<file path="src/rtl/arp_pkg.sv">
// Shared constants and types for the converter result readout port
package arp_pkg;
	localparam int NUM_CH = 8;
	localparam int CH_W = 3;
	localparam int RES_W = 16;
	localparam int ADDR_W = 4;
	localparam int BYTE_W = 8;
	localparam int SYNC_W = 6;
	localparam int SER_CH_W = 2;
	localparam int BITCNT_W = 4;
	localparam logic [BITCNT_W-1:0] SER_LAST_BIT = 4'hF;
	localparam logic [BITCNT_W-1:0] RD_CNT_RST = 4'h0;
	localparam logic [RES_W-1:0] WORD_RST = 16'h0000;
	localparam logic [RES_W-1:0] PIN_OE_N_RST = 16'hFFFF;
	localparam logic [NUM_CH-1:0] MASK_RST = 8'h00;
	localparam logic [NUM_CH-1:0] MASK_FULL = 8'hFF;
	// Pin positions on the shared data bus
	localparam int PIN_SER_A = 7;
	localparam int PIN_SER_B = 8;
	// Conversion control states, Gray order along idle, busy, latch
	typedef enum logic [1:0] {
		CV_IDLE = 2'b00,
		CV_BUSY = 2'b01,
		CV_LATCH = 2'b11
	} arp_conv_state_t;
endpackage

</file>
<file path="src/rtl/arp_readout.sv">
// Conversion busy control and result readout over word, byte and serial pins
// Overview of operation
// - Busy rises only after both start inputs have seen a rising edge.
// - Start input edges are ignored while busy is high.
// - Busy stays high until all eight results are latched for readout.
// - Marker pin is released until chip select falls, then it drives.
// - Word mode: marker high on first read strobe fall, low from the second.
// - Byte mode: marker high for two strobe falls, low from the third.
// - Serial mode: marker high at select fall, low on 16th clock fall.
// - Selector low picks word; high picks serial or byte by top pin.
// - Word mode: top pin drives result MSB while select and strobe low.
// - Byte mode: byte-order pin high sends high byte first, else low first.
// - Word mode: all data pins drive current result bits during a read.
// - Byte mode: bit 8 pin stays released.
// - Byte mode: bit 7 pin carries each output byte's MSB.
// - Serial: first line carries channels 1-4, second channels 5-8.
// - Chip select high releases all data outputs.
// - Serial: select fall enables both lines with previous result MSB.
// - Word mode: strobe falls walk channels upward from channel 1.
`timescale 1ns/10ps
`default_nettype none
module arp_readout (
	input wire logic clk,
	input wire logic resetn,
	input wire logic sample_start_low_group,
	input wire logic sample_start_high_group,
	input wire logic cs_n,
	input wire logic rd_sclk,
	input wire logic interface_selector,
	input wire logic top_bit_or_byte_mode_pin_in,
	input wire logic bit14_or_byte_order_pin_in,
	input wire logic result_valid,
	input wire logic [arp_pkg::CH_W-1:0] result_ch,
	input wire logic [arp_pkg::RES_W-1:0] result_data,
	output logic busy,
	output logic conv_go,
	output logic first_channel_marker,
	output logic first_channel_marker_oe_n,
	output logic [arp_pkg::RES_W-1:0] word_data_bus_out,
	output logic [arp_pkg::RES_W-1:0] word_data_bus_oe_n
);
	import arp_pkg::*;

	logic [SYNC_W-1:0] sync_s;
	logic [3:0] edge_q;
	arp_conv_state_t st_q;
	arp_conv_state_t st_d;
	logic seen_a_q;
	logic seen_b_q;
	logic [NUM_CH-1:0] mask_q;
	logic bank_q;
	logic [BITCNT_W-1:0] rd_cnt_q;
	logic [BITCNT_W-1:0] bit_cnt_q;
	logic [SER_CH_W-1:0] ser_ch_q;
	logic byte_phase_q;
	logic [RES_W-1:0] word_q;
	logic [RES_W-1:0] sh_a_q;
	logic [RES_W-1:0] sh_b_q;
	logic [RES_W-1:0] rdata_a;
	logic [RES_W-1:0] rdata_b;
	logic [RES_W-1:0] pin_d;
	logic [RES_W-1:0] pin_oe_n_d;
	logic [1:0] settle_q;
	logic sel_s;

	// Every pin-side input passes two flops before use
	arp_sync #(
		.W(SYNC_W)
	) u_sync (
		.clk(clk),
		.resetn(resetn),
		.async_in({sample_start_high_group, sample_start_low_group, cs_n, rd_sclk,
			top_bit_or_byte_mode_pin_in, bit14_or_byte_order_pin_in}),
		.sync_out(sync_s)
	);

	// Selector strap gets its own pair of flops
	arp_sync #(
		.W(1)
	) u_sync_sel (
		.clk(clk),
		.resetn(resetn),
		.async_in(interface_selector),
		.sync_out(sel_s)
	);

	// Synchroniser resets to zero, which would read as an active select and strobe
	always_ff @(posedge clk or negedge resetn) begin
		if (!resetn) begin
			settle_q <= 2'h0;
		end else if (!settle_q[1]) begin
			settle_q <= settle_q + 2'h1;
		end
	end

	wire settled = settle_q[1];
	wire sb_s = sync_s[5];
	wire sa_s = sync_s[4];
	wire cs_s = sync_s[3] | ~settled;
	wire rd_s = sync_s[2] | ~settled;
	wire top_s = sync_s[1];
	wire order_s = sync_s[0];

	// Select and strobe start from their idle high level, so no false fall
	always_ff @(posedge clk or negedge resetn) begin
		if (!resetn) begin
			edge_q <= 4'h3;
		end else begin
			edge_q <= {sb_s, sa_s, cs_s, rd_s};
		end
	end

	wire sb_rise = sb_s & ~edge_q[3];
	wire sa_rise = sa_s & ~edge_q[2];
	wire cs_fall = ~cs_s & edge_q[1];
	wire rd_fall = ~rd_s & edge_q[0];

	// Mode decode; in word mode the top pin is our own output and is ignored
	wire mode_word = ~sel_s;
	wire mode_serial = sel_s & ~top_s;
	wire mode_byte = sel_s & top_s;

	// Conversion control
	wire arm_a = seen_a_q | sa_rise;
	wire arm_b = seen_b_q | sb_rise;
	wire all_in = (mask_q == MASK_FULL);

	always_comb begin
		st_d = st_q;
		case (st_q)
			CV_IDLE: begin
				if (arm_a && arm_b) begin
					st_d = CV_BUSY;
				end
			end
			CV_BUSY: begin
				if (all_in) begin
					st_d = CV_LATCH;
				end
			end
			CV_LATCH: begin
				st_d = CV_IDLE;
			end
			default: begin
				st_d = CV_IDLE;
			end
		endcase
	end

	always_ff @(posedge clk or negedge resetn) begin
		if (!resetn) begin
			st_q <= CV_IDLE;
			seen_a_q <= 1'b0;
			seen_b_q <= 1'b0;
			mask_q <= MASK_RST;
			bank_q <= 1'b0;
			busy <= 1'b0;
			conv_go <= 1'b0;
		end else begin
			st_q <= st_d;
			conv_go <= (st_q == CV_IDLE) && (st_d == CV_BUSY);
			// Edges only count while idle, so busy masks them
			if (st_q == CV_IDLE && st_d == CV_IDLE) begin
				seen_a_q <= arm_a;
				seen_b_q <= arm_b;
			end else begin
				seen_a_q <= 1'b0;
				seen_b_q <= 1'b0;
			end
			if (st_d == CV_BUSY && st_q == CV_IDLE) begin
				busy <= 1'b1;
				mask_q <= MASK_RST;
			end else if (st_q == CV_BUSY && result_valid) begin
				mask_q[result_ch] <= 1'b1;
			end
			// Bank swap and busy fall share one edge, so old data stays readable until then
			if (st_q == CV_LATCH) begin
				bank_q <= ~bank_q;
				busy <= 1'b0;
			end
		end
	end

	// Fresh results land in the bank that is not being read
	wire wr_en = (st_q == CV_BUSY) && result_valid;
	wire [ADDR_W-1:0] wr_addr = {~bank_q, result_ch};
	wire [CH_W-1:0] par_ch = mode_byte ? rd_cnt_q[3:1] : rd_cnt_q[2:0];
	wire [ADDR_W-1:0] addr_a = mode_serial ? {bank_q, 1'b0, ser_ch_q} : {bank_q, par_ch};
	wire [ADDR_W-1:0] addr_b = {bank_q, 1'b1, ser_ch_q};

	arp_result_mem u_mem (
		.clk(clk),
		.resetn(resetn),
		.wr_en(wr_en),
		.wr_addr(wr_addr),
		.wr_data(result_data),
		.rd_addr_a(addr_a),
		.rd_addr_b(addr_b),
		.rd_data_a(rdata_a),
		.rd_data_b(rdata_b)
	);

	// Readout sequencing; read data is prefetched for the next edge
	always_ff @(posedge clk or negedge resetn) begin
		if (!resetn) begin
			rd_cnt_q <= RD_CNT_RST;
			bit_cnt_q <= RD_CNT_RST;
			ser_ch_q <= '0;
			byte_phase_q <= 1'b0;
			word_q <= WORD_RST;
			sh_a_q <= WORD_RST;
			sh_b_q <= WORD_RST;
			first_channel_marker <= 1'b0;
			first_channel_marker_oe_n <= 1'b1;
		end else if (cs_fall) begin
			first_channel_marker_oe_n <= 1'b0;
			first_channel_marker <= mode_serial;
			bit_cnt_q <= RD_CNT_RST;
			if (mode_serial) begin
				sh_a_q <= rdata_a;
				sh_b_q <= rdata_b;
				ser_ch_q <= ser_ch_q + 2'd1;
			end
		end else if (cs_s) begin
			first_channel_marker_oe_n <= 1'b1;
			first_channel_marker <= 1'b0;
			rd_cnt_q <= RD_CNT_RST;
			ser_ch_q <= '0;
		end else if (mode_serial && rd_fall) begin
			bit_cnt_q <= bit_cnt_q + 4'd1;
			if (bit_cnt_q == SER_LAST_BIT) begin
				first_channel_marker <= 1'b0;
				sh_a_q <= rdata_a;
				sh_b_q <= rdata_b;
				ser_ch_q <= ser_ch_q + 2'd1;
			end else begin
				sh_a_q <= {sh_a_q[RES_W-2:0], 1'b0};
				sh_b_q <= {sh_b_q[RES_W-2:0], 1'b0};
			end
		end else if (!mode_serial && rd_fall) begin
			rd_cnt_q <= rd_cnt_q + 4'd1;
			byte_phase_q <= rd_cnt_q[0];
			if (mode_byte) begin
				first_channel_marker <= (rd_cnt_q < 4'd2);
			end else begin
				first_channel_marker <= (rd_cnt_q == RD_CNT_RST);
			end
			if (!mode_byte || !rd_cnt_q[0]) begin
				word_q <= rdata_a;
			end
		end
	end

	// Byte order: high-first when the order pin is high
	wire take_high = order_s ^ byte_phase_q;
	wire [BYTE_W-1:0] byte_out = take_high ? word_q[RES_W-1:BYTE_W] : word_q[BYTE_W-1:0];

	always_comb begin
		pin_d = WORD_RST;
		pin_oe_n_d = PIN_OE_N_RST;
		if (!cs_s) begin
			if (mode_word && !rd_s) begin
				pin_d = word_q;
				pin_oe_n_d = WORD_RST;
			end else if (mode_byte && !rd_s) begin
				// Bit 8 and the upper pins stay released, 15 and 14 are inputs here
				pin_d[BYTE_W-1:0] = byte_out;
				pin_oe_n_d[BYTE_W-1:0] = '0;
			end else if (mode_serial) begin
				pin_d[PIN_SER_A] = sh_a_q[RES_W-1];
				pin_d[PIN_SER_B] = sh_b_q[RES_W-1];
				pin_oe_n_d[PIN_SER_A] = 1'b0;
				pin_oe_n_d[PIN_SER_B] = 1'b0;
			end
		end
	end

	always_ff @(posedge clk or negedge resetn) begin
		if (!resetn) begin
			word_data_bus_out <= WORD_RST;
			word_data_bus_oe_n <= PIN_OE_N_RST;
		end else begin
			word_data_bus_out <= pin_d;
			word_data_bus_oe_n <= pin_oe_n_d;
		end
	end
endmodule
`default_nettype wire

</file>
<file path="src/rtl/arp_sync.sv">
// Two-stage synchroniser for pin inputs
`timescale 1ns/10ps
`default_nettype none
module arp_sync #(
	parameter int W = 1
) (
	input wire logic clk,
	input wire logic resetn,
	input wire logic [W-1:0] async_in,
	output logic [W-1:0] sync_out
);
	logic [W-1:0] meta_q;

	always_ff @(posedge clk or negedge resetn) begin
		if (!resetn) begin
			meta_q <= '0;
			sync_out <= '0;
		end else begin
			meta_q <= async_in;
			sync_out <= meta_q;
		end
	end
endmodule
`default_nettype wire

</file>
<file path="src/rtl/arp_result_mem.sv">
// Two-bank result store, one write port, two registered read ports
`timescale 1ns/10ps
`default_nettype none
module arp_result_mem (
	input wire logic clk,
	input wire logic resetn,
	input wire logic wr_en,
	input wire logic [arp_pkg::ADDR_W-1:0] wr_addr,
	input wire logic [arp_pkg::RES_W-1:0] wr_data,
	input wire logic [arp_pkg::ADDR_W-1:0] rd_addr_a,
	input wire logic [arp_pkg::ADDR_W-1:0] rd_addr_b,
	output logic [arp_pkg::RES_W-1:0] rd_data_a,
	output logic [arp_pkg::RES_W-1:0] rd_data_b
);
	import arp_pkg::*;
	logic [RES_W-1:0] mem_q [2*NUM_CH];

	always_ff @(posedge clk) begin
		if (wr_en) begin
			mem_q[wr_addr] <= wr_data;
		end
	end

	always_ff @(posedge clk or negedge resetn) begin
		if (!resetn) begin
			rd_data_a <= WORD_RST;
			rd_data_b <= WORD_RST;
		end else begin
			rd_data_a <= mem_q[rd_addr_a];
			rd_data_b <= mem_q[rd_addr_b];
		end
	end
endmodule
`default_nettype wire

</file>
<file path="config.mk">
export PLATFORM = sky130hd
export DESIGN_NAME = arp_readout
export DESIGN_NICKNAME = d
export VERILOG_FILES = /design/src/rtl/arp_pkg.sv /design/src/rtl/arp_readout.sv /design/src/rtl/arp_sync.sv /design/src/rtl/arp_result_mem.sv
export SDC_FILE = /design/constraint.sdc
export NUM_CORES = 1
export LEC_CHECK = 0
export BUFFER_PORTS_ARGS = -buffer_cell sky130_fd_sc_hd__buf_2
export CORE_MARGIN = 2
export CORE_UTILIZATION = 35
export DETAILED_ROUTE_END_ITERATION = 16
export PLACE_DENSITY = 0.54
export SLEW_MARGIN = 0
export SYNTH_ARGS = -nofsm -noshare
export SYNTH_HDL_FRONTEND = slang
export SYNTH_SLANG_ARGS = --single-unit
</file>
<file path="constraint.sdc">
create_clock -name clk -period 2.9 [get_ports clk]
set_input_delay 0.435 -clock clk [delete_from_list [all_inputs] [get_ports clk]]
set_output_delay 0.435 -clock clk [all_outputs]
set_load 0.02 [all_outputs]
</file>
==> results of run 1 <==
## path summary, 6_finish.rpt
| check | end | start | cells after the start | slack, ns |
|---|---|---|---|---|
| max in group asynchronous | u_mem.rd_data_a[15]$_DFF_PN0_ | resetn | 3 | 1.73 |
| hold / removal | u_mem.mem_q[4][5]$_DFFE_PP_ | result_data[5] | 1 | 0.25 |
| setup / recovery | u_mem.rd_data_a[11]$_DFF_PN0_ | u_sync.sync_out[1]$_DFF_PN0_ | 6 | 0.30 |
| hold reg to reg | u_sync.sync_out[3]$_DFF_PN0_ | u_sync.meta_q[3]$_DFF_PN0_ | 0 | 0.35 |
| setup reg to reg | u_mem.rd_data_a[11]$_DFF_PN0_ | u_sync.sync_out[1]$_DFF_PN0_ | 6 | 0.30 |
| min in group asynchronous | u_sync.sync_out[3]$_DFF_PN0_ | resetn | 2 | 0.38 |
## state kept, by name (all words and copies together) (netlist names), 4 cells and up
register and cells:
u_mem.mem_q 256, bit_cnt_q 4, u_mem.rd_data_a 16, mask_q 8
u_sync.meta_q 6, u_sync.sync_out 6, u_mem.rd_data_b 16, sh_a_q 16
word_data_bus_out 16, sh_b_q 16, edge_q 4, word_q 16
word_data_bus_oe_n 4, rd_cnt_q 4
## cells in the final DEF, fill, tap and decap left out, types with 15 or more instances in the layout
cell,n
or3_1,17
buf_4,57
nand2_1,137
buf_2,63
clkbuf_16,47
edfxtp_1,256
a21oi_1,25
nor2_1,27
a221oi_1,15
mux2i_1,63
a32o_1,15
mux4_2,32
a22oi_1,39
dfrtp_1,140
o211ai_1,16
o21ai_0,38
mux2_2,74
## what timing repair did
action | CTS | global route
hold endpoints to repair | 49 | 0
hold buffers | 8 | 0
endpoints found under the setup margin | 0 | 0
## logic make-up (layout without fill, tap and decap cells)
family,count (synthesis),in the layout,share of synthesized area [%]
AOI/OAI and AO/OA,192,192,8.18
muxes,179,179,13.7
adders and majority gates,3,3,0.222
and+or+nand+nor,256,256,7.01
DFF,404,404,67.3
xor gates and xnor gates,11,11,0.569
buffers and inverters,101,226,3.08
## through the flow
step / std cells / cell area, um2
2_1_floorplan: 1146 / 16900
3_3_place_gp: 1801 / 18300
3_5_place_dp: 1801 / 18300
4_1_cts: 1886 / 19800
5_1_grt: 1886 / 19800
6_report: 1886 / 19800
## power by group
part | leakage [nW] | internal [W] | total, W | switching (W)
sequential | 4.14 | 0.00682 | 0.00731 | 0.000496
combinational | 2.42 | 0.000796 | 0.00198 | 0.00118
clock | 0.715 | 0.00346 | 0.00567 | 0.00221
## routing by layer
| metal | GRT usage [%] | up-vias |
|---|---|---|
| li1 | - | 4534 |
| met1 | 23.2 | 5126 |
| met2 | 29.0 | 307 |
| met3 | 3.83 | 74 |
| met4 | 6.69 | 0 |
| met5 | 0 | - |
## cell type report
| cell class | count | area [um2] | area share [%] |
|---|---|---|---|
| inverters | 14 | 52.6 | 0.266 |
| flip-flops and latches | 404 | 11400 | 57.6 |
| repair buffers | 135 | 955 | 4.82 |
| well taps | 615 | 769 | 3.89 |
| multi-input cells | 641 | 5150 | 26.0 |
| clock inverters | 15 | 195 | 0.986 |
| clock buffers | 62 | 1260 | 6.38 |
==> key figures, run 1 <==
Outcome
  – Outcome: finished clean

CTS
  – CTS clk-pin slew, worst paths: 0.06 ns
  – Total CTS buffers: 43
  – Root buffer cell: clkbuf_16
  – Setup bufs post-CTS: 0
  – CTS tree: built
  – Clock Sinks: 404
  – PostCTS Resize Cnt: 0
  – Clk_lat worst skew: 0.56 ns
  – CTS max path bufs: 3
  – H-tree Lvls: 2

Die
  – Io pins: 65
  – Die height: 224 um
  – Chip Width: 224 um
  – Die ar.: 50,200 um2
  – FP Rows: 80
  – Area of the core: 47,700 um2
  – Initial cell density of the core: 35.5%

Cells and area
  – N_diodes: 0
  – Filler cells: 4,388
  – Final net count: 1,271
  – Post-route core utilization: 41.4%
  – Layout cells sized above 1: 26.3%
  – Area growth syn-to-layout: 16.8%

STA
  – Setup-failing EPs final: 0
  – Hold Slack: 0.254 ns
  – Max-slew violations: 0
  – Final min period: 2.60 ns
  – Worst Skew: 0.0177 ns
  – Setup TNS Final: 0 ns
  – Max_slew headroom: 27.3%
  – Max Fclk: 385 MHz
  – Least-Margin Pin Slew: 1.09 ns
  – Unrepaired setup endpoints after global routing: false
  – Period utilization: 89.5%
  – Final hold viol count: 0
  – Worst Setup Slack, final: 0.305 ns

Worst setup path
  – CP arrival: 3.01 ns
  – Crit. End Element: flip-flop
  – Max incr delay on CP: 0.67 ns
  – Cell chain of the critical path: mux2i_4 -> a21o_2 -> buf_4 -> mux2_2 -> a22oi_1 -> o211ai_1
  – Cell family with most CP delay: multiplexers
  – Crit-path slowest cell: dfrtp_1
  – Critical Path RT: 3.32 ns
  – Crit Path Max Fanout: 17
  – CP Class: reg -> reg
  – Crit start category: flip-flop
  – Bufs and invs on worst path: 1

Route
  – Drt first pass iters: 5
  – DRC violations left: 0
  – DRT antenna net count: 0
  – Vias post-DR: 10.0k
  – Max layer used: met4
  – Routed len/inst: 23.1 um
  – Met2 routed WL: 21.0 mm
  – Via/cell ratio: 5.32
  – Routed wire length: 43.7 mm
  – Starting DRT DRC Count: 938
  – Met3 wire length: 2.72 mm
  – Met1 Wirelength: 18.6 mm

Hold path
  – Hold/Removal Path Class: in -> reg

Global route
  – Vias in the first global route: 10.2k
  – GR Overflow Total: 0
  – GRT Util Overall: 17.7%
  – Pin count of the biggest net entering global routing: 60
  – First-pass GRT wire length: 65.6 mm
  – Initial antenna violation count: 2

Logic synthesis
  – Async set-reset flop share out of synthesis: 36.6%
  – Syn Nets: 1,178
  – Post-synth top area cell: edfxtp_1
  – Register area share after synthesis: 67.3%
  – Yosys reg bits: 404
  – Synth Warn #: 0
  – Syn_area_per_cell: 14.8 um2
  – Synthesized area: 16,900 um2
  – Synth unique cells: 60
  – Cells after synthesis: 1,146
  – Synth top area cells: edfxtp_1, dfrtp_1, mux2_2
  – Synth Flop Type: edfxtp_1
  – Most common cell in the netlist: edfxtp_1
  – Post-synth EDFFs: 256
  – Commonest cells in the netlist: edfxtp_1, dfrtp_1, nand2_1, mux2_2, mux2i_1
  – Post-synth top area share: 45.4%

Power and ir drop
  – Pwr dens: 756 nW/um2
  – VDD IR max: 361 uV
  – Total power: 0.0150 W
  – Leakage power: 7.28 nW

Placed design
  – RD Place Congestion: 0.784
  – Port bufs: 64
  – DP Worst Slack: 0.302 ns
  – Post-detail-place hpwl: 26.7 mm

Job
  – # Max-Cap Violations: 0
Note: power is estimated with default switching activity, not from simulation.
==> inputs of run 2 (changes only) <==
- CORE_ASPECT_RATIO: default -> 1.5
- GPL_ROUTABILITY_DRIVEN: default -> 0
==> key figures, run 2 (synthesis results as in run 1) <==
STA
  – Final hold viol count: 0
  – Unrepaired setup endpoints after global routing: false
  – Setup TNS Final: 0 ns
  – Setup-failing EPs final: 0
  – Max-slew violations: 0
  – Worst Skew: 0.0133 ns
  – Period utilization: 81.9%
  – Final min period: 2.38 ns
  – Least-Margin Pin Slew: 0.814 ns
  – Worst Setup Slack, final: 0.524 ns
  – Max_slew headroom: 45.7%
  – Max Fclk: 421 MHz

Hold path
  – Worst Hold Depth: 1
  – Worst hold start: result_data[9]
  – Hold/Removal Path Class: in -> reg

Cells and area
  – N_diodes: 0
  – Max FFs per register: 256
  – Final net count: 1,254
  – Commonest non-fill, non-tap cell in the layout: edfxtp_1
  – Non-filler cells, final: 1,852
  – Area growth syn-to-layout: 14.8%
  – Reg with most FFs: u_mem.mem_q
  – Layout cells sized above 1: 25.4%
  – Most frequent cells in the layout: edfxtp_1, dfrtp_1, nand2_1, mux2_2

Route
  – Met2 routed WL: 21.9 mm
  – Met3 wire length: 1.55 mm
  – DRC violations left: 0
  – DRT antenna net count: 0
  – Via/cell ratio: 5.30
  – Drt first pass iters: 5
  – Met1 Wirelength: 17.4 mm
  – Routed len/inst: 22.9 um
  – Routed wire length: 42.3 mm
  – Vias post-DR: 9,812
  – Starting DRT DRC Count: 798
  – Max layer used: met5

Worst setup path
  – Crit start category: flip-flop
  – Crit Path Max Fanout: 21
  – Crit-path slowest cell: dfrtp_1
  – Crit. End Element: flip-flop
  – Critical Path RT: 3.28 ns
  – CP arrival: 2.76 ns
  – Max incr delay on CP: 0.52 ns
  – Worst setup endpoint: u_mem.rd_data_a[3]$_DFF_PN0_
  – R2R depth: 7
  – Cell chain of the critical path: mux2i_4 -> buf_4 -> a21oi_4 -> buf_4 -> mux2_2 -> a22oi_1 -> o211ai_1
  – Reg2reg setup slack: 0.52 ns
  – Worst r2r src: rd_cnt_q[1]$_DFFE_PN0P_
  – CP Class: reg -> reg
  – Crit-path most repeated cell: buf_4
  – FF-to-FF End: u_mem.rd_data_a[3]$_DFF_PN0_
  – Critical Path Source: rd_cnt_q[1]$_DFFE_PN0P_

CTS
  – PostCTS Resize Cnt: 0
  – CTS clk-pin slew, worst paths: 0.07 ns
  – H-tree Lvls: 2
  – Setup bufs post-CTS: 0
  – Clk_lat worst skew: 0.54 ns
  – Root buffer cell: clkbuf_16
  – CTS max path bufs: 3
  – CTS tree: built
  – Total CTS buffers: 39
  – Clock Sinks: 404

Die
  – Io pins: 65
  – Die ar.: 50,200 um2
  – Initial cell density of the core: 35.5%
  – FP Rows: 98
  – Area of the core: 47,700 um2
  – Die height: 273 um
  – Chip Width: 184 um

Global route
  – GRT Util Overall: 17.2%
  – Vias in the first global route: 10.1k
  – Pin count of the biggest net entering global routing: 62
  – GR Overflow Total: 0
  – First-pass GRT wire length: 64.2 mm
  – Initial antenna violation count: 1

Placed design
  – DP Worst Slack: 0.539 ns
  – DP Cell Count: 1,773
  – Post-detail-place hpwl: 26.4 mm
  – Port bufs: 64

Power and ir drop
  – VDD IR max: 355 uV
  – Pwr dens: 733 nW/um2
  – Leakage power: 7.11 nW

Job
  – # Max-Cap Violations: 0

Outcome
  – Outcome: finished clean
-- run 2: cell count changes in the layout (fill, tap and decap cells not counted), sizes merged --
cell | previous run | this run
buf | 127 | 114
clkbuf | 62 | 57
bufinv | 5 | 2
clkinvlp | 0 | 1
inv | 13 | 14
-- run 2: critical path: cells and delay by family (launching register included) --
family          cells  cell delay (ns)
buf+inv             2             0.59
compound gates      3             0.63
mux                 2             0.48
flops               1             0.52
-- run 2: through the flow --
stage,total power (W),util (%),cell area (um2),hold slack (ns)
2_1_floorplan,0.00847,-,16900,0.139
3_3_place_gp,0.00933,37.9,18100,0.335
3_5_place_dp,0.00937,37.9,18100,0.337
4_1_cts,0.0144,40.8,19500,0.242
5_1_grt,0.0149,40.8,19500,0.267
6_report,0.0143,40.8,19500,0.270
-- run 2: cell type report --
cell class	count	area, um2
Clock inverter	14	139
Sequential cell	404	11400
Timing Repair Buffer	122	820
Inverter	14	52.6
Fill cell	4335	28200
Clock buffer	57	1140
Tap cell	600	751
Multi-Input combinational cell	641	5150
-- run 2: power breakdown --
group	switching, W	leakage (nW)	internal, W
Sequential	0.000443	4.14	0.00682
Clock	0.00212	0.625	0.00291
Combinational	0.00118	2.34	0.000778
Total	0.00374	7.11	0.0105
-- run 2: layer usage --
metal | up-vias | global-route usage (%)
li1 | 4483 | -
met1 | 5009 | 20.7
met2 | 238 | 31.0
met3 | 80 | 2.22
met4 | 2 | 6.53
met5 | - | 0
-- run 2: repair_timing --
item,in CTS,in global routing
hold buffers,8,0
endpoints found under the setup margin,0,0
hold endpoints to repair,65,0
-- run 2: how the worst min path moves through the flow --
stage / endpoint
final: u_mem.mem_q[0][9]$_DFFE_PP_
after global routing: u_mem.mem_q[15][9]$_DFFE_PP_
after CTS: u_mem.mem_q[0][9]$_DFFE_PP_
after detailed placement: u_sync.sync_out[2]$_DFF_PN0_
after global placement: u_sync.sync_out[0]$_DFF_PN0_
after floorplan: bank_q$_DFFE_PN0N_
==> inputs of run 3 (changes only) <==
- PLACE_DENSITY: 0.54 -> 0.52
- clock period: 2.9 -> 2.2 ns (I/O delays scaled with it)
==> key figures, run 3 (synthesis results as in run 1) <==
Placed design
  – Post-detail-place hpwl: 27.6 mm
  – DP Worst Slack: -0.0114 ns
  – Area after DPL: 18,700 um2
  – Port bufs: 64
  – DP Cell Count: 1,802

Global route
  – First-pass GRT wire length: 65.3 mm
  – Initial antenna violation count: 0
  – Vias in the first global route: 10.2k
  – GRT Util Overall: 17.6%
  – Pin count of the biggest net entering global routing: 65
  – GR Overflow Total: 0

STA
  – Worst Skew: 0.0148 ns
  – Final min period: 2.11 ns
  – Setup-failing EPs final: 0
  – Max Fclk: 474 MHz
  – Period utilization: 95.9%
  – Least-Margin Pin Slew: 0.724 ns
  – Worst Setup Slack, final: 0.0899 ns
  – Final hold viol count: 0
  – Max_slew headroom: 51.7%
  – Hold Slack: 0.160 ns
  – Max-slew violations: 0
  – Unrepaired setup endpoints after global routing: true

Die
  – Chip Width: 184 um
  – FP Rows: 98
  – Io pins: 65
  – Area of the core: 47,700 um2
  – Initial cell density of the core: 35.5%
  – Die height: 273 um
  – Die ar.: 50,200 um2

Worst setup path
  – Crit start category: flip-flop
  – Max incr delay on CP: 0.38 ns
  – Crit-path most repeated cell: buf_4
  – CP arrival: 2.51 ns
  – Crit-path slowest cell: dfrtp_1
  – Reg2reg setup slack: 0.09 ns
  – Cell chain of the critical path: buf_4 -> nor2_2 -> buf_4 -> a21oi_4 -> buf_4 -> clkbuf_16 -> or3_1 -> o311ai_0 -> o211ai_1
  – Bufs and invs on worst path: 4
  – Critical Path RT: 2.60 ns
  – Crit. End Element: flip-flop
  – Crit Path Max Fanout: 19
  – Cell family with most CP delay: buffers and inverters
  – CP Class: reg -> reg

Cells and area
  – Filler cells: 4,240
  – Non-filler cells, final: 1,882
  – Reg with most FFs: u_mem.mem_q
  – Post-Layout Inst Area: 20,200 um2
  – N_diodes: 0
  – Area growth syn-to-layout: 19.1%
  – Final net count: 1,286
  – Footprint of the multi-input gates: 5210 um2
  – Max FFs per register: 256
  – Most frequent cells in the layout: edfxtp_1, dfrtp_1, nand2_1, mux2_2
  – Layout cells sized above 1: 27.5%
  – FF/Latch Area: 11,400 um2
  – Commonest non-fill, non-tap cell in the layout: edfxtp_1

CTS
  – CTS tree: built
  – Total CTS buffers: 40
  – CTS max path bufs: 3
  – Clock Sinks: 404
  – Root buffer cell: clkbuf_16
  – Clk_lat worst skew: 0.54 ns
  – H-tree Lvls: 2
  – CTS clk-pin slew, worst paths: 0.07 ns

Route
  – Starting DRT DRC Count: 803
  – Drt first pass iters: 5
  – Via/cell ratio: 5.33
  – Vias post-DR: 10.0k
  – Routed len/inst: 23.4 um
  – DRT antenna net count: 0
  – DRC violations left: 0
  – Routed wire length: 44.0 mm

Job
  – # Max-Cap Violations: 0

Power and ir drop
  – VDD IR max: 412 uV
  – Leakage power: 7.41 nW
  – Total power: 0.0192 W
  – Pwr dens: 952 nW/um2

Outcome
  – Outcome: finished clean

Hold path
  – Hold/Removal Path Class: in -> reg
-- run 3: cell count changes in the layout (fill, tap and decap cells not counted), moves of 2 or more --
cell       change
nor4_2         -4
nor4_4         +4
clkinv_2       -3
nor3_4         +2
inv_6          +2
clkinv_1       +4
nor3_2         -3
clkbuf_1       -6
buf_12        +30
clkbuf_16      +3
nor2_2         +2
nor2_1         -2
-- run 3: timing repair --
| action | CTS | global route |
|---|---|---|
| endpoints found under the hold margin | 50 | 0 |
| gates resized for setup | 1 | 4 |
| hold buffers | 8 | 0 |
| pin swaps | 0 | 2 |
| endpoints found under the setup margin | 3 | 7 |
| cloned | 0 | 1 |
| buffers inserted | 0 | 1 |
-- run 3: power breakdown --
group          internal, W  switching, W  total, W
Combinational      0.00116       0.00164   0.00280
Sequential         0.00899      0.000610   0.00959
Clock              0.00396       0.00285   0.00681
-- run 3: layout make-up --
class                           instances  area share (%)
Clock inverter                         17           0.732
Sequential cell                       404            56.5
Clock buffer                           53            5.77
Inverter                               14           0.260
Timing Repair Buffer                  153            7.16
Multi-Input combinational cell        641            25.8
Tap cell                              600            3.72
-- run 3: layer usage --
layer	track usage, %	vias to the layer above	wire (um)
met5	0	-	0
met4	6.13	0	1470
met3	2.22	86	1900
met2	31.7	280	22700
met1	21.7	5122	17900
li1	-	4552	-
-- run 3: path summary, 6_finish.rpt --
| kind | start | end | cells past startpoint |
|---|---|---|---|
| setup reg to reg | u_sync_sel.sync_out$_DFF_PN0_ | u_mem.rd_data_a[11]$_DFF_PN0_ | 9 |
| setup / recovery | u_sync_sel.sync_out$_DFF_PN0_ | u_mem.rd_data_a[11]$_DFF_PN0_ | 9 |
| hold / removal | result_data[10] | u_mem.mem_q[1][10]$_DFFE_PP_ | 1 |
| max in group asynchronous | resetn | word_data_bus_oe_n[6]$_DFF_PN1_ | 3 |
| hold reg to reg | u_sync.meta_q[4]$_DFF_PN0_ | u_sync.sync_out[4]$_DFF_PN0_ | 0 |
| min in group asynchronous | resetn | u_sync.meta_q[0]$_DFF_PN0_ | 2 |
-- run 3: through the flow --
stage / TNS, ns / utilization [%]
after global placement: 0 / 39.3
after detailed placement: -0.0114 / 39.3
final: 0 / 42.3
after floorplan: -52.07 / -
after CTS: 0 / 42.2
after global routing: -0.00765 / 42.3
-- run 3: worst register-to-register path: cells and delay by family, from the launching register on --
family	cells	cell delay, ns
flops	1	0.38
buf+inv	4	0.70
simple gates	2	0.50
compound gates	3	0.40
